==> config.mk <==
export PLATFORM = sky130hd
export DESIGN_NAME = timer_compare_pulse_pwm
export DESIGN_NICKNAME = d
export VERILOG_FILES = /design/src/verilog/timer_compare_pkg.sv /design/src/verilog/timer_compare_pulse_pwm.sv
export VERILOG_INCLUDE_DIRS = /design/src /design/src/verilog
export SDC_FILE = /design/constraint.sdc
export NUM_CORES = 1
export LEC_CHECK = 0
export ABC_AREA = 1
export BUFFER_PORTS_ARGS = -buffer_cell sky130_fd_sc_hd__clkbuf_2
export CELL_PAD_IN_SITES_DETAIL_PLACEMENT = 2
export CELL_PAD_IN_SITES_GLOBAL_PLACEMENT = 2
export CORE_ASPECT_RATIO = 0.7
export CORE_UTILIZATION = 34
export CTS_BUF_LIST = sky130_fd_sc_hd__clkbuf_4
export CTS_CLUSTER_SIZE = 30
export DETAILED_ROUTE_END_ITERATION = 16
export HOLD_SLACK_MARGIN = 0.03
export PLACE_DENSITY = 0.85
export SLEW_MARGIN = 20
export SYNTH_ARGS = -nofsm -noshare
export SYNTH_HDL_FRONTEND = slang
export SYNTH_SLANG_ARGS = --single-unit
==> constraint.sdc <==
create_clock -name aclk -period 3.7 [get_ports aclk]
set_clock_uncertainty 0.15 [all_clocks]
set_input_delay 0.74 -clock aclk [delete_from_list [all_inputs] [get_ports aclk]]
set_output_delay 0.74 -clock aclk [all_outputs]
set_load 0.02 [all_outputs]
==> src/verilog/timer_compare_params.svh <==
`ifndef TIMER_COMPARE_PARAMS_SVH
`define TIMER_COMPARE_PARAMS_SVH
// Notes on behaviour
// - Counter equal to a compare value sets that channel's match flag.
// - Match with pin enabled drives the programmed level; pin is low in reset.
// - Interrupt requested only when its enable is set and the global mask is clear.
// - Match flag clears after status read with flag set, then low-byte access.
// - High compare byte write inhibits that channel until its low byte is written.
// - Low-byte write re-enables compare; software writes high, reads status, writes low.
// - Pin enable clear: pin untouched on match, interrupt still possible.
// - Divide-by-2 matches at value; other clocks match at value plus one.
// - Force bit with pin enabled copies level to pin, no flag, no interrupt.
// - Force bits do nothing in single-pulse or pulse-width mode.
// - Single-pulse select in control two; capture one triggers, compare one times.
// - Single-pulse edge: capture, reload FFFC, drive second level, set capture flag.
// - Single-pulse compare-one match drives first level; pulse is count plus five ticks.
// - Single-pulse mode never sets compare flag one; channel two still works.
// - Both mode selects set means only pulse-width mode runs.
// - Single-pulse mode: capture one does no ordinary capture, capture two does.
// - Single-pulse mode: channel two flags time but never drives its pin.
// - Pulse-width mode: compare two sets period, compare one the pulse length.
// - Pulse-width mode: new values reach shadows only at channel-two match.
// - Pulse-width mode: high-byte write blocks shadow transfer until low byte written.
// - Pulse-width mode: comparison always active despite high-byte inhibit.
// - Pulse-width mode: pin one takes level one on match one, level two on two.
// - Pulse-width mode: channel-two match reloads counter to FFFC.
// - Pulse-width mode: compare flags stay clear; capture flag one set at period end.
// - Reset presets compare values to 8000; hardware never changes them.
// - Counter resets to FFFC, wraps FFFF to 0000, setting overflow flag.
`define OFS_CONTROL_ONE  8'h00
`define OFS_CONTROL_TWO  8'h04
`define OFS_STATUS       8'h08
`define OFS_CMP1_HIGH    8'h0C
`define OFS_CMP1_LOW     8'h10
`define OFS_CMP2_HIGH    8'h14
`define OFS_CMP2_LOW     8'h18
`define OFS_COUNT_HIGH   8'h1C
`define OFS_COUNT_LOW    8'h20
`define OFS_CAP1_HIGH    8'h24
`define OFS_CAP1_LOW     8'h28
`define OFS_CAP2_HIGH    8'h2C
`define OFS_CAP2_LOW     8'h30
`define COUNT_RELOAD     16'hFFFC
`define COUNT_TOP        16'hFFFF
`define COMPARE_RESET    16'h8000
`define RESP_OKAY        2'h0
`define RESP_SLVERR      2'h2
`endif

==> src/verilog/timer_compare_pkg.sv <==
package timer_compare_pkg;
	typedef enum logic [1:0] {
		CLK_DIV4 = 2'h0,
		CLK_DIV2 = 2'h1,
		CLK_DIV8 = 2'h2,
		CLK_EXT  = 2'h3
	} clk_sel_type;
	typedef struct packed {
		logic capture_irq_enable;
		logic compare_irq_enable;
		logic overflow_irq_enable;
		logic force_output_two;
		logic force_output_one;
		logic second_output_level;
		logic capture_edge_select_one;
		logic first_output_level;
	} control_one_type;
	typedef struct packed {
		logic        ext_clock_rising;
		logic        capture_edge_select_two;
		clk_sel_type timer_clock_select;
		logic        pwm_select;
		logic        single_pulse_select;
		logic        compare_pin_enable_two;
		logic        compare_pin_enable_one;
	} control_two_type;
	// Flag order: capture one, compare one, overflow, capture two, compare two
	typedef logic [4:0] flags_type;
endpackage : timer_compare_pkg

==> src/verilog/timer_compare_pulse_pwm.sv <==
// Added by the designer: the AXI4-Lite slave port and the placing of the registers.
`include "timer_compare_params.svh"
module timer_compare_pulse_pwm #(
	parameter int ADDR_WIDTH = 8
) (
	input  wire logic                  aclk,
	input  wire logic                  aresetn,
	input  wire logic [ADDR_WIDTH-1:0] s_axi_awaddr,
	input  wire logic                  s_axi_awvalid,
	output logic                       s_axi_awready,
	input  wire logic [31:0]           s_axi_wdata,
	input  wire logic [3:0]            s_axi_wstrb,
	input  wire logic                  s_axi_wvalid,
	output logic                       s_axi_wready,
	output logic [1:0]                 s_axi_bresp,
	output logic                       s_axi_bvalid,
	input  wire logic                  s_axi_bready,
	input  wire logic [ADDR_WIDTH-1:0] s_axi_araddr,
	input  wire logic                  s_axi_arvalid,
	output logic                       s_axi_arready,
	output logic [31:0]                s_axi_rdata,
	output logic [1:0]                 s_axi_rresp,
	output logic                       s_axi_rvalid,
	input  wire logic                  s_axi_rready,
	input  wire logic                  global_irq_mask,
	input  wire logic                  capture_input_one,
	input  wire logic                  capture_input_two,
	input  wire logic                  ext_clock_in,
	output logic                       compare_output_pin_one,
	output logic                       compare_output_oe_one,
	output logic                       compare_output_pin_two,
	output logic                       compare_output_oe_two,
	output logic                       timer_irq
);
	// Address must reach the highest offset
	if (ADDR_WIDTH < 8) begin : g_addr_check
		$error("ADDR_WIDTH must be at least 8");
	end

	// Word-aligned address match against an 8-bit offset
	function automatic logic hit(input logic [ADDR_WIDTH-1:0] a, input logic [7:0] ofs);
		hit = (a[ADDR_WIDTH-1:2] == (ADDR_WIDTH-2)'(ofs[7:2]));
	endfunction : hit

	timer_compare_pkg::control_one_type c1_reg;
	timer_compare_pkg::control_two_type c2_reg;
	timer_compare_pkg::flags_type       flag_reg, armed_reg, set_vec, acc_vec, clr_vec;
	logic [15:0]           cnt_reg, cmp1_reg, cmp2_reg, sh1_reg, sh2_reg;
	logic [15:0]           cap1_reg, cap2_reg, use1, use2, tgt1, tgt2;
	logic [1:0]            inhibit_reg, capinh_reg;
	logic [2:0]            meta_reg, sync_reg, prev_reg, presc_reg;
	logic                  tick, tick_d_reg, edge1, edge2, ext_edge;
	logic                  pwm_on, opm_on, normal, div2, hit1, hit2, match1, match2;
	logic                  wrap, cap1_ev, pin1_reg, pin2_reg, oe1_reg, oe2_reg, irq_reg;
	logic                  awready_reg, wready_reg, bvalid_reg, arready_reg, rvalid_reg;
	logic [1:0]            bresp_reg, rresp_reg, rresp_next;
	logic [31:0]           wdata_reg, rdata_reg, rdata_next;
	logic [3:0]            wstrb_reg;
	logic [ADDR_WIDTH-1:0] awaddr_reg, araddr_reg;
	logic                  wfire, rfire, wok, wmap;
	logic                  w_c1h, w_c1l, w_c2h, w_c2l, w_cntl;
	logic                  r_st, r_c1l, r_c2l, r_cntl, r_p1h, r_p1l, r_p2h, r_p2l;

	// Bus write: address and data taken in either order, answer after both
	assign wfire = !awready_reg && !wready_reg && !bvalid_reg;
	assign wok   = wfire && wstrb_reg[0];
	assign wmap  = hit(awaddr_reg, `OFS_CONTROL_ONE) || hit(awaddr_reg, `OFS_CONTROL_TWO)
		|| hit(awaddr_reg, `OFS_STATUS) || hit(awaddr_reg, `OFS_CMP1_HIGH)
		|| hit(awaddr_reg, `OFS_CMP1_LOW) || hit(awaddr_reg, `OFS_CMP2_HIGH)
		|| hit(awaddr_reg, `OFS_CMP2_LOW) || hit(awaddr_reg, `OFS_COUNT_HIGH)
		|| hit(awaddr_reg, `OFS_COUNT_LOW) || hit(awaddr_reg, `OFS_CAP1_HIGH)
		|| hit(awaddr_reg, `OFS_CAP1_LOW) || hit(awaddr_reg, `OFS_CAP2_HIGH)
		|| hit(awaddr_reg, `OFS_CAP2_LOW);
	always_ff @(posedge aclk) begin
		if (!aresetn) begin
			awready_reg <= 1'b1;
			wready_reg  <= 1'b1;
			bvalid_reg  <= 1'b0;
			bresp_reg   <= `RESP_OKAY;
			awaddr_reg  <= '0;
			wdata_reg   <= '0;
			wstrb_reg   <= '0;
		end else begin
			if (s_axi_awvalid && awready_reg) begin
				awready_reg <= 1'b0;
				awaddr_reg  <= s_axi_awaddr;
			end
			if (s_axi_wvalid && wready_reg) begin
				wready_reg <= 1'b0;
				wdata_reg  <= s_axi_wdata;
				wstrb_reg  <= s_axi_wstrb;
			end
			if (wfire) begin
				bvalid_reg <= 1'b1;
				bresp_reg  <= wmap ? `RESP_OKAY : `RESP_SLVERR;
			end
			if (bvalid_reg && s_axi_bready) begin
				bvalid_reg  <= 1'b0;
				awready_reg <= 1'b1;
				wready_reg  <= 1'b1;
			end
		end
	end

	// Write strobes, lane 0 carries the byte
	assign w_c1h = wok && hit(awaddr_reg, `OFS_CMP1_HIGH);
	assign w_c1l = wok && hit(awaddr_reg, `OFS_CMP1_LOW);
	assign w_c2h = wok && hit(awaddr_reg, `OFS_CMP2_HIGH);
	assign w_c2l = wok && hit(awaddr_reg, `OFS_CMP2_LOW);
	assign w_cntl = wok && hit(awaddr_reg, `OFS_COUNT_LOW);

	// Bus read: data registered one cycle after the address is taken
	assign rfire = !arready_reg && !rvalid_reg;
	always_ff @(posedge aclk) begin
		if (!aresetn) begin
			arready_reg <= 1'b1;
			rvalid_reg  <= 1'b0;
			rdata_reg   <= '0;
			rresp_reg   <= `RESP_OKAY;
			araddr_reg  <= '0;
		end else begin
			if (s_axi_arvalid && arready_reg) begin
				arready_reg <= 1'b0;
				araddr_reg  <= s_axi_araddr;
			end
			if (rfire) begin
				rvalid_reg <= 1'b1;
				rdata_reg  <= rdata_next;
				rresp_reg  <= rresp_next;
			end
			if (rvalid_reg && s_axi_rready) begin
				rvalid_reg  <= 1'b0;
				arready_reg <= 1'b1;
			end
		end
	end

	// Read data mux
	always_comb begin
		rdata_next = 32'h0000_0000;
		rresp_next = `RESP_OKAY;
		if (hit(araddr_reg, `OFS_CONTROL_ONE))     rdata_next[7:0] = c1_reg;
		else if (hit(araddr_reg, `OFS_CONTROL_TWO)) rdata_next[7:0] = c2_reg;
		else if (hit(araddr_reg, `OFS_STATUS))     rdata_next[7:0] = {flag_reg, 3'h0};
		else if (hit(araddr_reg, `OFS_CMP1_HIGH))  rdata_next[7:0] = cmp1_reg[15:8];
		else if (hit(araddr_reg, `OFS_CMP1_LOW))   rdata_next[7:0] = cmp1_reg[7:0];
		else if (hit(araddr_reg, `OFS_CMP2_HIGH))  rdata_next[7:0] = cmp2_reg[15:8];
		else if (hit(araddr_reg, `OFS_CMP2_LOW))   rdata_next[7:0] = cmp2_reg[7:0];
		else if (hit(araddr_reg, `OFS_COUNT_HIGH)) rdata_next[7:0] = cnt_reg[15:8];
		else if (hit(araddr_reg, `OFS_COUNT_LOW))  rdata_next[7:0] = cnt_reg[7:0];
		else if (hit(araddr_reg, `OFS_CAP1_HIGH))  rdata_next[7:0] = cap1_reg[15:8];
		else if (hit(araddr_reg, `OFS_CAP1_LOW))   rdata_next[7:0] = cap1_reg[7:0];
		else if (hit(araddr_reg, `OFS_CAP2_HIGH))  rdata_next[7:0] = cap2_reg[15:8];
		else if (hit(araddr_reg, `OFS_CAP2_LOW))   rdata_next[7:0] = cap2_reg[7:0];
		else rresp_next = `RESP_SLVERR;
	end

	// Read side-effect strobes
	assign r_st   = rfire && hit(araddr_reg, `OFS_STATUS);
	assign r_c1l  = rfire && hit(araddr_reg, `OFS_CMP1_LOW);
	assign r_c2l  = rfire && hit(araddr_reg, `OFS_CMP2_LOW);
	assign r_cntl = rfire && hit(araddr_reg, `OFS_COUNT_LOW);
	assign r_p1h  = rfire && hit(araddr_reg, `OFS_CAP1_HIGH);
	assign r_p1l  = rfire && hit(araddr_reg, `OFS_CAP1_LOW);
	assign r_p2h  = rfire && hit(araddr_reg, `OFS_CAP2_HIGH);
	assign r_p2l  = rfire && hit(araddr_reg, `OFS_CAP2_LOW);

	// Control registers
	always_ff @(posedge aclk) begin
		if (!aresetn) begin
			c1_reg <= '0;
			c2_reg <= '0;
		end else begin
			if (wok && hit(awaddr_reg, `OFS_CONTROL_ONE))
				c1_reg <= wdata_reg[7:0];
			if (wok && hit(awaddr_reg, `OFS_CONTROL_TWO))
				c2_reg <= wdata_reg[7:0];
		end
	end

	// Pin synchronisers: capture one, capture two, external clock
	always_ff @(posedge aclk) begin
		if (!aresetn) begin
			meta_reg <= '0;
			sync_reg <= '0;
			prev_reg <= '0;
		end else begin
			meta_reg <= {ext_clock_in, capture_input_two, capture_input_one};
			sync_reg <= meta_reg;
			prev_reg <= sync_reg;
		end
	end
	assign edge1 = c1_reg.capture_edge_select_one ? (sync_reg[0] && !prev_reg[0])
		: (!sync_reg[0] && prev_reg[0]);
	assign edge2 = c2_reg.capture_edge_select_two ? (sync_reg[1] && !prev_reg[1])
		: (!sync_reg[1] && prev_reg[1]);
	assign ext_edge = c2_reg.ext_clock_rising ? (sync_reg[2] && !prev_reg[2])
		: (!sync_reg[2] && prev_reg[2]);

	// Prescaler and timer tick
	always_ff @(posedge aclk) begin
		if (!aresetn) begin
			presc_reg  <= '0;
			tick_d_reg <= 1'b0;
		end else begin
			presc_reg  <= presc_reg + 3'h1;
			tick_d_reg <= tick;
		end
	end
	always_comb begin
		case (c2_reg.timer_clock_select)
			timer_compare_pkg::CLK_DIV2: tick = presc_reg[0];
			timer_compare_pkg::CLK_DIV4: tick = (presc_reg[1:0] == 2'h3);
			timer_compare_pkg::CLK_DIV8: tick = (presc_reg == 3'h7);
			default:                     tick = ext_edge;
		endcase
	end

	// Mode decode and compare events
	assign pwm_on = c2_reg.pwm_select;
	assign opm_on = c2_reg.single_pulse_select && !pwm_on;
	assign normal = !pwm_on && !opm_on;
	assign div2   = (c2_reg.timer_clock_select == timer_compare_pkg::CLK_DIV2);
	assign use1   = pwm_on ? sh1_reg : cmp1_reg;
	assign use2   = pwm_on ? sh2_reg : cmp2_reg;
	assign tgt1   = div2 ? use1 : use1 + 16'h0001;
	assign tgt2   = div2 ? use2 : use2 + 16'h0001;
	assign hit1   = tick_d_reg && (cnt_reg == tgt1);
	assign hit2   = tick_d_reg && (cnt_reg == tgt2);
	assign match1 = hit1 && (pwm_on || !inhibit_reg[0]);
	assign match2 = hit2 && (pwm_on || !inhibit_reg[1]);
	assign cap1_ev = edge1 && !capinh_reg[0] && normal;
	assign wrap   = tick && (cnt_reg == `COUNT_TOP);

	// Free-running counter with reloads
	always_ff @(posedge aclk) begin
		if (!aresetn)
			cnt_reg <= `COUNT_RELOAD;
		else if (w_cntl || (opm_on && edge1))
			cnt_reg <= `COUNT_RELOAD;
		else if (pwm_on && match2)
			cnt_reg <= `COUNT_RELOAD;
		else if (tick)
			cnt_reg <= cnt_reg + 16'h0001;
	end

	// Compare values, high-byte inhibit, shadows
	always_ff @(posedge aclk) begin
		if (!aresetn) begin
			cmp1_reg    <= `COMPARE_RESET;
			cmp2_reg    <= `COMPARE_RESET;
			sh1_reg     <= `COMPARE_RESET;
			sh2_reg     <= `COMPARE_RESET;
			inhibit_reg <= '0;
		end else begin
			if (w_c1h) cmp1_reg[15:8] <= wdata_reg[7:0];
			if (w_c1l) cmp1_reg[7:0]  <= wdata_reg[7:0];
			if (w_c2h) cmp2_reg[15:8] <= wdata_reg[7:0];
			if (w_c2l) cmp2_reg[7:0]  <= wdata_reg[7:0];
			inhibit_reg[0] <= w_c1h || (inhibit_reg[0] && !w_c1l);
			inhibit_reg[1] <= w_c2h || (inhibit_reg[1] && !w_c2l);
			if (pwm_on && match2 && !inhibit_reg[0])
				sh1_reg <= cmp1_reg;
			if (pwm_on && match2 && !inhibit_reg[1])
				sh2_reg <= cmp2_reg;
			if (!pwm_on) begin
				sh1_reg <= cmp1_reg;
				sh2_reg <= cmp2_reg;
			end
		end
	end

	// Capture registers; high-byte read freezes until low-byte read, except capture one on a single-pulse trigger
	always_ff @(posedge aclk) begin
		if (!aresetn) begin
			cap1_reg   <= '0;
			cap2_reg   <= '0;
			capinh_reg <= '0;
		end else begin
			if (cap1_ev || (opm_on && edge1))
				cap1_reg <= cnt_reg;
			if (edge2 && !capinh_reg[1])
				cap2_reg <= cnt_reg;
			capinh_reg[0] <= r_p1h || (capinh_reg[0] && !r_p1l);
			capinh_reg[1] <= r_p2h || (capinh_reg[1] && !r_p2l);
		end
	end

	// Flag set and two-step clear; a set in the clearing cycle wins
	assign set_vec = {cap1_ev || (opm_on && edge1) || (pwm_on && match2),
		normal && match1,
		wrap,
		edge2 && !capinh_reg[1],
		!pwm_on && match2};
	assign acc_vec = {r_p1l, r_c1l || w_c1l, r_cntl, r_p2l, r_c2l || w_c2l};
	assign clr_vec = armed_reg & acc_vec;
	always_ff @(posedge aclk) begin
		if (!aresetn) begin
			flag_reg  <= '0;
			armed_reg <= '0;
		end else begin
			flag_reg  <= set_vec | (flag_reg & ~clr_vec);
			armed_reg <= (armed_reg | (r_st ? flag_reg : '0)) & ~clr_vec;
		end
	end

	// Output pins
	always_ff @(posedge aclk) begin
		if (!aresetn) begin
			pin1_reg <= 1'b0;
			pin2_reg <= 1'b0;
			oe1_reg  <= 1'b0;
			oe2_reg  <= 1'b0;
		end else begin
			oe1_reg <= c2_reg.compare_pin_enable_one;
			oe2_reg <= c2_reg.compare_pin_enable_two;
			if (pwm_on) begin
				if (match2)
					pin1_reg <= c1_reg.second_output_level;
				else if (match1)
					pin1_reg <= c1_reg.first_output_level;
			end else if (opm_on) begin
				if (edge1)
					pin1_reg <= c1_reg.second_output_level;
				else if (hit1)
					pin1_reg <= c1_reg.first_output_level;
			end else if (c2_reg.compare_pin_enable_one) begin
				if (c1_reg.force_output_one)
					pin1_reg <= c1_reg.first_output_level;
				else if (match1)
					pin1_reg <= c1_reg.first_output_level;
			end
			if (normal && c2_reg.compare_pin_enable_two) begin
				if (c1_reg.force_output_two || match2)
					pin2_reg <= c1_reg.second_output_level;
			end
		end
	end

	// Interrupt request, gated by enables and the global mask
	always_ff @(posedge aclk) begin
		if (!aresetn)
			irq_reg <= 1'b0;
		else
			irq_reg <= !global_irq_mask &&
				((c1_reg.capture_irq_enable && (flag_reg[4] || flag_reg[1]))
				|| (c1_reg.compare_irq_enable && (flag_reg[3] || flag_reg[0]))
				|| (c1_reg.overflow_irq_enable && flag_reg[2]));
	end

	assign s_axi_awready = awready_reg;
	assign s_axi_wready  = wready_reg;
	assign s_axi_bvalid  = bvalid_reg;
	assign s_axi_bresp   = bresp_reg;
	assign s_axi_arready = arready_reg;
	assign s_axi_rvalid  = rvalid_reg;
	assign s_axi_rdata   = rdata_reg;
	assign s_axi_rresp   = rresp_reg;
	assign compare_output_pin_one = pin1_reg;
	assign compare_output_oe_one  = oe1_reg;
	assign compare_output_pin_two = pin2_reg;
	assign compare_output_oe_two  = oe2_reg;
	assign timer_irq = irq_reg;
endmodule : timer_compare_pulse_pwm
# Yosys cells after proc, flatten, opt, wreduce, memory -nomap -nowiden
# Index checks and enable logic that the tools add are counted.
dict set report classes {
  n_addsub 4
  eq_ne 34
  mux 48
  n_bitwise 7
  n_reduce_logical 114
}
# operator n
set ops {}
lappend ops {{$mux 16} 8}
lappend ops {{$mux 8} 13}
lappend ops {{$eq 6x4->1 const B} 10}
lappend ops {{$logic_and 1x1->1} 55}
lappend ops {{$add 16x1->16 const B} 3}
lappend ops {{$eq 6x3->1 const B} 8}
lappend ops {{$eq 16x16->1} 2}
lappend ops {{$logic_or 1x1->1} 28}
lappend ops {{$mux 2} 14}
lappend ops {{$eq 6x2->1 const B} 4}
lappend ops {{$logic_not 1->1} 22}
lappend ops {{$eq 16x16->1 const B} 1}
lappend ops {{$and 5x5->5} 3}
lappend ops {{$eq 6x1->1 const B} 2}
lappend ops {{$logic_not 6->1} 2}
lappend ops {{$mux 1} 11}
lappend ops {{$or 5x5->5} 2}
lappend ops {{$mux 5} 1}
lappend ops {{$not 5->5} 1}
lappend ops {{$eq 2x2->1 const B} 2}
lappend ops {{$ne 2x1->1 const B} 2}
lappend ops {{$ne 4x3->1 const B} 1}
lappend ops {{$reduce_and 2->1} 2}
lappend ops {{$reduce_or 2->1} 2}
lappend ops {{8 further kinds} 8}
dict set report totals {
  reg_bits 202
  inputBits 63
  out_inout_bits 46
  elab_cells 257
}

# Longest topological paths before layout
# Gate-level depths: netlist of run 1.
dict set report depth {
  word_depth 14
  ltp_mapped 25
  ltp_nobuf 23
}

# Worst setup path after synthesis of run 1
# Ideal clock, no wire load.
dict set report synth_path {
  kind {flip-flop to flip-flop}
  from {reg c2_reg (netlist bit pwm_on)}
  to {reg pin1_reg, in the netlist compare_output_pin_one}
  arrival_ns 2.480
  path_slack_ns 0.951
  stages_incl_launch_ff 22
  path_buffers 3
  synth_period_minus_slack_ns 2.749
  cell_sequence {dfxtp_1 > buf_6 > buf_8 > buf_6 > nand2_1 > nand2_2 > ha_1 > inv_1 > a21oi_1 > nand3_2 > nor2_4 > nand3_1 > nand2_1 > nand2_1 > nor2_1 > nand2_1 > nor2_2 > nand2_1 > a22oi_1 > nand2_1 > nor2_1 > a21oi_1}
}
dict set report synth_between {
  elab_chain_len 11
}
# item line_no
set synth_lines {}
lappend synth_lines {{from (decl)} timer_compare_pulse_pwm.sv:46} ;# timer_compare_pkg::control_two_type c2_reg;
lappend synth_lines {{from (signal assigned)} timer_compare_pulse_pwm.sv:177} ;# c2_reg <= wdata_reg[7:0];
lappend synth_lines {{$mux 16} timer_compare_pulse_pwm.sv:224} ;# assign use1 = pwm_on ? sh1_reg : cmp1_reg;
lappend synth_lines {{$add 16x1->16} timer_compare_pulse_pwm.sv:226} ;# assign tgt1 = div2 ? use1 : use1 + 16'h0001;
lappend synth_lines {{$mux 16} timer_compare_pulse_pwm.sv:226}
lappend synth_lines {{$eq 16x16->1} timer_compare_pulse_pwm.sv:228} ;# assign hit1 = tick_d_reg && (cnt_reg == tgt1);
lappend synth_lines {{$logic_and 1x1->1} timer_compare_pulse_pwm.sv:228}
lappend synth_lines {{$logic_and 1x1->1} timer_compare_pulse_pwm.sv:230} ;# assign match1 = hit1 && (pwm_on || !inhibit_reg[0]);
lappend synth_lines {{$mux 1 (3 in a row)} n/a}
lappend synth_lines {{$mux 1} timer_compare_pulse_pwm.sv:322} ;# end else if (opm_on) begin
lappend synth_lines {{$mux 1} timer_compare_pulse_pwm.sv:317} ;# if (pwm_on) begin
lappend synth_lines {{to (signal assigned)} timer_compare_pulse_pwm.sv:319} ;# pin1_reg <= c1_reg.second_output_level;
lappend synth_lines {{to (signal assigned)} timer_compare_pulse_pwm.sv:321} ;# pin1_reg <= c1_reg.first_output_level;
lappend synth_lines {{to (signal assigned)} timer_compare_pulse_pwm.sv:324} ;# pin1_reg <= c1_reg.second_output_level;
lappend synth_lines {{to (decl)} timer_compare_pulse_pwm.sv:54} ;# logic wrap, cap1_ev, pin1_reg, pin2_reg, oe1_reg, oe2_reg, irq_reg;
# Several ways; a longest one is shown, not always the timed one. The select of a mux whose other input is x is not followed.
# A chain may end at the register's enable or synchronous reset.

# Worst setup path in the final report of run 1
dict set report layout_path {
  from {reg c2_reg (netlist bit pwm_on)}
  to {reg sh2_reg[1]}
}
dict set report layout_between {
  elab_chain_len 9
}
# item line_no
set layout_lines {}
lappend layout_lines {{$mux 16} timer_compare_pulse_pwm.sv:225} ;# assign use2 = pwm_on ? sh2_reg : cmp2_reg;
lappend layout_lines {{$add 16x1->16} timer_compare_pulse_pwm.sv:227} ;# assign tgt2 = div2 ? use2 : use2 + 16'h0001;
lappend layout_lines {{$mux 16} timer_compare_pulse_pwm.sv:227}
lappend layout_lines {{$eq 16x16->1} timer_compare_pulse_pwm.sv:229} ;# assign hit2 = tick_d_reg && (cnt_reg == tgt2);
lappend layout_lines {{$logic_and 1x1->1} timer_compare_pulse_pwm.sv:229}
lappend layout_lines {{$logic_and 1x1->1} timer_compare_pulse_pwm.sv:231} ;# assign match2 = hit2 && (pwm_on || !inhibit_reg[1]);
lappend layout_lines {{$logic_and 1x1->1 (2 in a row)} timer_compare_pulse_pwm.sv:264} ;# if (pwm_on && match2 && !inhibit_reg[1])
lappend layout_lines {{$ne 2x1->1 (no line)} n/a}
lappend layout_lines {{to (signal assigned)} timer_compare_pulse_pwm.sv:253} ;# sh2_reg <= `COMPARE_RESET;
lappend layout_lines {{to (signal assigned)} timer_compare_pulse_pwm.sv:265} ;# sh2_reg <= cmp2_reg;
lappend layout_lines {{to (signal assigned)} timer_compare_pulse_pwm.sv:268} ;# sh2_reg <= cmp2_reg;
lappend layout_lines {{to (decl)} timer_compare_pulse_pwm.sv:48} ;# logic [15:0] cnt_reg, cmp1_reg, cmp2_reg, sh1_reg, sh2_reg;
# Several ways; a longest one is shown, not always the timed one.

==> results of run 1 <==
-- power breakdown --
group / internal [uW] / total [uW] / switching [uW]
Clock: 513 / 1420 / 912
Sequential: 2170 / 2220 / 48.2
Combinational: 101 / 408 / 307
Total: 2780 / 4050 / 1270
-- what timing repair did --
item,CTS,global route
setup endpoints to repair,1,45
pin swaps,0,2
gates resized for setup,1,9
buffers inserted,0,8
-- through the flow --
stage | power, uW | instances | hold WS (ns) | setup slack (ns)
6_report | 4049 | 1950 | 0.08890 | 0.1333
3_3_place_gp | 2618 | 1908 | 0.2440 | 0.2876
2_1_floorplan | 2499 | 1518 | 0.2405 | 0.9506
4_1_cts | 4044 | 1940 | 0.05771 | 0.1172
5_1_grt | 4171 | 1950 | 0.04212 | -0.004495
3_5_place_dp | 2641 | 1908 | 0.2758 | 0.1165
-- critical path: stages (launching register included) --
cell	delay, ns
dfxtp_4	0.44
inv_2	0.16
nand2_1	0.13
nand2_1	0.12
ha_2	0.23
nand3_2	0.12
buf_4	0.17
o21bai_1	0.18
nand2_1	0.09
nand2_1	0.07
nand3_1	0.07
nor2_1	0.26
nand4_2	0.18
nor2_4	0.25
nand2_4	0.11
buf_12	0.15
o21ai_4	0.14
buf_12	0.17
o21ai_0	0.12
nor2_1	0.22
-- cell type report --
| class | instances | share of cell area [%] |
|---|---|---|
| multi-input cells | 1062 | 46.06 |
| flip-flops and latches | 196 | 34.69 |
| inverters | 182 | 6.065 |
| repair buffers | 98 | 5.899 |
| well taps | 378 | 4.176 |
| clock inverters | 14 | 1.878 |
| clock buffers | 18 | 1.193 |
| diodes | 2 | 0.04419 |
-- cells by family after synthesis --
| logic type | share of synthesized area [%] |
|---|---|
| simple gates | 26.37 |
| compound gates | 21.27 |
| buf+inv | 11.44 |
| flops | 38.54 |
| xor+xnor | 1.721 |
| fa+ha+maj | 0.6145 |
| other cells | 0.03683 |
-- worst min path at each step --
stage	slack, ns	to	from
floorplan	0.24	sync_reg[0]	meta_reg[0]
global placement	0.24	sync_reg[0]	meta_reg[0]
detailed placement	0.28	sync_reg[2]	meta_reg[2]
CTS	0.06	meta_reg[0]	capture_input_one
global route	0.04	meta_reg[2]	ext_clock_in
finish	0.09	meta_reg[0]	capture_input_one
-- cell usage in the layout, fill, tap and decap left out, types with 5 or more instances in the layout --
master    instances
o21bai_1          5
nor2_1          118
inv_2             8
nand3_2           5
o211ai_1          8
o21ai_0         158
o21ai_1          16
clkbuf_4         18
nor3_1           14
nand2_2          11
nand2_1         337
xor2_1           20
inv_1           172
o21ai_2          13
nand4_1          22
conb_1           26
nor2_2           10
o21a_1            8
buf_4            42
a21oi_1         155
dfxtp_1         194
nor2_4            6
clkbuf_2         50
nand3_1          80
-- metal layers --
metal	share of wire, %	routed length (um)	up-vias
met3	7.6	3397	69
met2	44	19900	346
met5	0	0	-
li1	-	-	4958
met4	2.3	1040	0
met1	46	20490	5515
==> impl_metrics.ini, run 1 <==
[synth]
synth-edff-count = 0
synthTopCellsByCount = nand2_1, dfxtp_1, inv_1
synth_top_area_cell = dfxtp_1
netlist_area_um2 = 10180
synth_cell_type_count = 52
ys_seq_area_share_pct = 38.54
yosys_warnings = 0
yosysMostFrequentCell = nand2_1
synth_area_leaders = dfxtp_1, nand2_1, o21ai_0, a21oi_1, inv_1
synth_top_area_share_pct = 38.54
synthFlopType = dfxtp_1
ys_ff_latch = 196
avgSynthCellArea_um2 = 6.819
syn_inst = 1493
ys_async_sr_fraction_pct = 0

[worst_setup_path]
arrival_ns = 4.04
rr_worst_depth = 19
critPathLaunchType = flip-flop
r2r_setup_slack_ns = 0.13
crit_end = sh2_reg[1]
timing.rr.start = pwm_on
worstSetupStartpoint = pwm_on
cp.required_ns = 4.17
timing.rr.end = sh2_reg[1]
end_kind = flip-flop
path_max_fanout = 15
worstSetupPathType = reg -> reg

[cts]
cts_buffers = 17
clk_pin_slew_ns = 0.21
clkLatencyLatePin_ns = 0.68
root_buffer = clkbuf_4
hold_buffers = 0
cts_tree = built
htree_num_levels = 4
cts.sinks = 196
cts_max_path_buffers = 2

[grt]
grt_busiest_layer = met2
grt_overflow_total = 0
antenna_found_initial = 3
grt_util_met2_pct = 45.30
grt_usage_pct = 29.18
grt_pass1_wl_um = 67530
grt_max_degree = 73
grtUsageMet3_pct = 7.738
use_met1_pct = 39.28
grt_pass1_vias = 11420

[placed_design]
port_buffers = 51
dpl.hpwl_um = 32700
place_congestion = 0.9005
placed_cell_area_um2 = 10880

[final_layout]
syn_to_final_growth_pct = 11.25
regArea_um2 = 3929
design_area_um2 = 11330
multiInputGateArea_um2 = 5216
drive_above_1_share_pct = 12.93
fillers = 3552
num-nets-final = 1625
final_util_pct = 38.86

[timing]
slew_headroom_pct = 47.15
final_max_slew_viol_count = 0
finalHoldViolCount = 0
fmax_ghz = 0.2804
fin_crit_sh_pct = 96.40
fin_crit_ns = 3.567
worst_slew_pin_slew_ns = 0.7845
setup_viol = 0
tns_ns = 0

[floorplanning]
die_height_um = 146.8
die-area_um2 = 30650
start_util_pct = 34.93
placementRows = 52
die-width_um = 208.8
coreArea_um2 = 29150
io-pin-count = 109

[run]
drv_cap = 0

[worst_hold_path]
whs_path_depth = 3
hp-class = in -> reg

[routing]
avgViaCountPerCell = 5.584
first_pass_iters = 5
totalWireLength_um = 44830
wl_per_cell_um = 22.99
vias = 10890
ant_nets = 0
drcViolationCount = 0
drt_iter0_drc = 795

[power_and_ir_drop]
powerDensity_nw_per_um2 = 357.5
p_leak_uw = 0.004845
ir_worst_vdd_mv = 0.1801

[outcome]
status = finished, final reports clean
Power figures use the tool's default switching activity.
==> run 2: changes to the inputs <==
--- a/config.mk
+++ b/config.mk
@@ -6,12 +6,11 @@
 export SDC_FILE = /design/constraint.sdc
 export NUM_CORES = 1
 export LEC_CHECK = 0
-export ABC_AREA = 1
+export ABC_AREA = 0
 export BUFFER_PORTS_ARGS = -buffer_cell sky130_fd_sc_hd__clkbuf_2
 export CELL_PAD_IN_SITES_DETAIL_PLACEMENT = 2
 export CELL_PAD_IN_SITES_GLOBAL_PLACEMENT = 2
-export CORE_ASPECT_RATIO = 0.7
-export CORE_UTILIZATION = 34
+export CORE_UTILIZATION = 37
 export CTS_BUF_LIST = sky130_fd_sc_hd__clkbuf_4
 export CTS_CLUSTER_SIZE = 30
 export DETAILED_ROUTE_END_ITERATION = 16
==> run 2 against run 1 <==
Net effect:
- register-to-register slack got worse by 0.20 ns
- via count shrank 8.4%
- synthesized cell count down 19%
- worst setup slack worse by 0.20 ns
- combinational power fell by 8.3%
- non-clock buffer count grew 28
- fmax down 5.3%
- the flow now finishes with violations (negative setup slack)
- clock power fell by 8%
- global-route usage rose by 0.51 points
- sequential share of layout area is 1.2 points lower
==> impl_metrics.ini, run 2 <==
[synth]
synth_area_leaders = dfxtp_1, mux2i_1, nor2_1, nand2_1, a21oi_1
synth_top_area_share_pct = 37.86
ys_seq_area_share_pct = 37.86
yosysMostFrequentCell = dfxtp_1
netlist_area_um2 = 10360
avgSynthCellArea_um2 = 8.544
ys_ff_latch = 196
yosys_warnings = 0
synth_cell_type_count = 75
synth_top_area_cell = dfxtp_1
ys_async_sr_fraction_pct = 0
synth-edff-count = 0
syn_inst = 1213
synthTopCellsByCount = dfxtp_1, nor2_1, mux2i_1
synthFlopType = dfxtp_1

[worst_setup_path]
path_max_fanout = 19
path_common_cell = buf_4
worstSetupStartpoint = pwm_on
crit_chain = buf_4 -> nand4_1 -> a21oi_2 -> buf_4 -> xnor2_1 -> o32ai_1 -> a21oi_1 -> or3_4 -> o31ai_4 -> buf_12 -> mux2i_1 -> nor2_1
worstSetupPathType = reg -> reg
cp.required_ns = 4.11
path_buf_inv = 3
critPathLaunchType = flip-flop
timing.rr.start = pwm_on
cpLargestDelayFamily = compound AO/OA/AOI/OAI gates
end_kind = flip-flop
cpMaxStageDelayCell = or3_4
crit_path_max_incr_delay_ns = 0.48
arrival_ns = 4.18

[routing]
first_pass_iters = 8
wl_per_cell_um = 25.93
vias = 9972
avgViaCountPerCell = 6.000
totalWireLength_um = 43100
drcViolationCount = 0
ant_nets = 0
drt_iter0_drc = 707

[outcome]
violations = negative setup slack
status = finished with violations

[grt]
antenna_found_initial = 1
grt_overflow_total = 0
grt_pass1_wl_um = 64020
grt_usage_pct = 29.69
grt_max_degree = 55
grt_pass1_vias = 10620

[cts]
clkLatencyLatePin_ns = 0.67
root_buffer = clkbuf_4
cts_tree = built
hold_buffers = 0
clk_pin_slew_ns = 0.22
cts_max_path_buffers = 2
htree_num_levels = 4
cts.sinks = 196
cts_buffers = 17

[floorplanning]
placementRows = 60
start_util_pct = 38.03
die-width_um = 169.4
io-pin-count = 109
die_height_um = 169.4
die-area_um2 = 28680
coreArea_um2 = 27250

[final_layout]
fillers = 2995
layout_commonest_cell = dfxtp_1
design_area_um2 = 11730
num-nets-final = 1344
syn_to_final_growth_pct = 13.17
final_cell_mix = dfxtp_1, nor2_1, mux2i_1
regArea_um2 = 3928
drive_above_1_share_pct = 16.60
multiInputGateArea_um2 = 6013
instances_no_fill = 1662

[placed_design]
port_buffers = 51
dp.cells = 1619
placed_cell_area_um2 = 11140
dpl.hpwl_um = 29090
place_congestion = 0.9051
dp_slack_ns = -0.08876

[timing]
fmax_ghz = 0.2656
tns_ns = -0.2173
fin_crit_sh_pct = 101.8
fin_crit_ns = 3.766
layout_setup_ws_ns = -0.06557
worst_slew_pin_slew_ns = 0.7890
slew_headroom_pct = 47.21
final_max_slew_viol_count = 0
holdWs_ns = 0.1025
setup_viol = 10
finalHoldViolCount = 0

[power_and_ir_drop]
ir_worst_vdd_mv = 0.2137
p_leak_uw = 0.004671
powerDensity_nw_per_um2 = 333.8

[worst_hold_path]
min_from = capture_input_one
hp-class = in -> reg

[run]
drv_cap = 0
-- run 2: cell types whose count changed in the layout (fill, tap and decap cells not counted), sizes merged, moves of 35 or more --
| cell | change |
|---|---|
| xnor2 | +35 |
| o21ai | -153 |
| mux2i | +132 |
| inv | -161 |
| nand2 | -229 |
| a21oi | -77 |
-- run 2: metal layers --
layer | routed length [um] | track usage [%] | share of wire [%]
met2 | 21380 | 51.28 | 50
met1 | 17850 | 35.58 | 41
met3 | 2001 | 4.851 | 4.6
met4 | 1860 | 14.96 | 4.3
met5 | 0 | 0 | 0
-- run 2: report_power, final --
part / total, uW / switching (uW) / internal [uW]
Combinational: 374 / 258 / 116
Clock: 1310 / 979 / 336
Sequential: 2230 / 68.1 / 2160
Total: 3920 / 1310 / 2610
-- run 2: cell type report --
class / count / area share, %
repair buffers: 126 / 7.980
multi-input cells: 918 / 51.27
diodes: 1 / 0.02134
clock inverters: 15 / 1.622
clock buffers: 17 / 1.088
inverters: 17 / 0.5654
well taps: 372 / 3.968
flip-flops and latches: 196 / 33.49
-- run 2: timing repair --
item,in CTS,in global routing
endpoints found under the setup margin,39,48
setup buffers,1,6
cloned,1,2
gates resized for setup,9,19
pin swaps,3,6
-- run 2: final timing paths --
path	slack, ns	cells after the start	end
setup / recovery	-0.07	12	sh2_reg[1]
hold / removal	0.10	2	meta_reg[0]
setup reg to reg	-0.07	12	sh2_reg[1]
hold reg to reg	0.32	1	sync_reg[2]
-- run 2: logic make-up (layout without fill, tap and decap cells) --
logic type	count (synthesis)	count (layout)	synth area share, %
buffers and inverters	124	175	6.266
AOI/OAI and AO/OA	217	217	14.03
xor gates and xnor gates	56	56	4.998
muxes	151	151	15.25
and+or+nand+nor	463	463	20.96
other	1	27	0.03618
DFF	196	196	37.86
adders and majority gates	5	5	0.6036
-- run 2: stage by stage --
stage	total power, uW	utilization [%]
floorplan	2499	-
global placement	2602	40.90
detailed placement	2625	40.90
CTS	3914	42.36
global route	4034	43.04
finish	3916	43.04
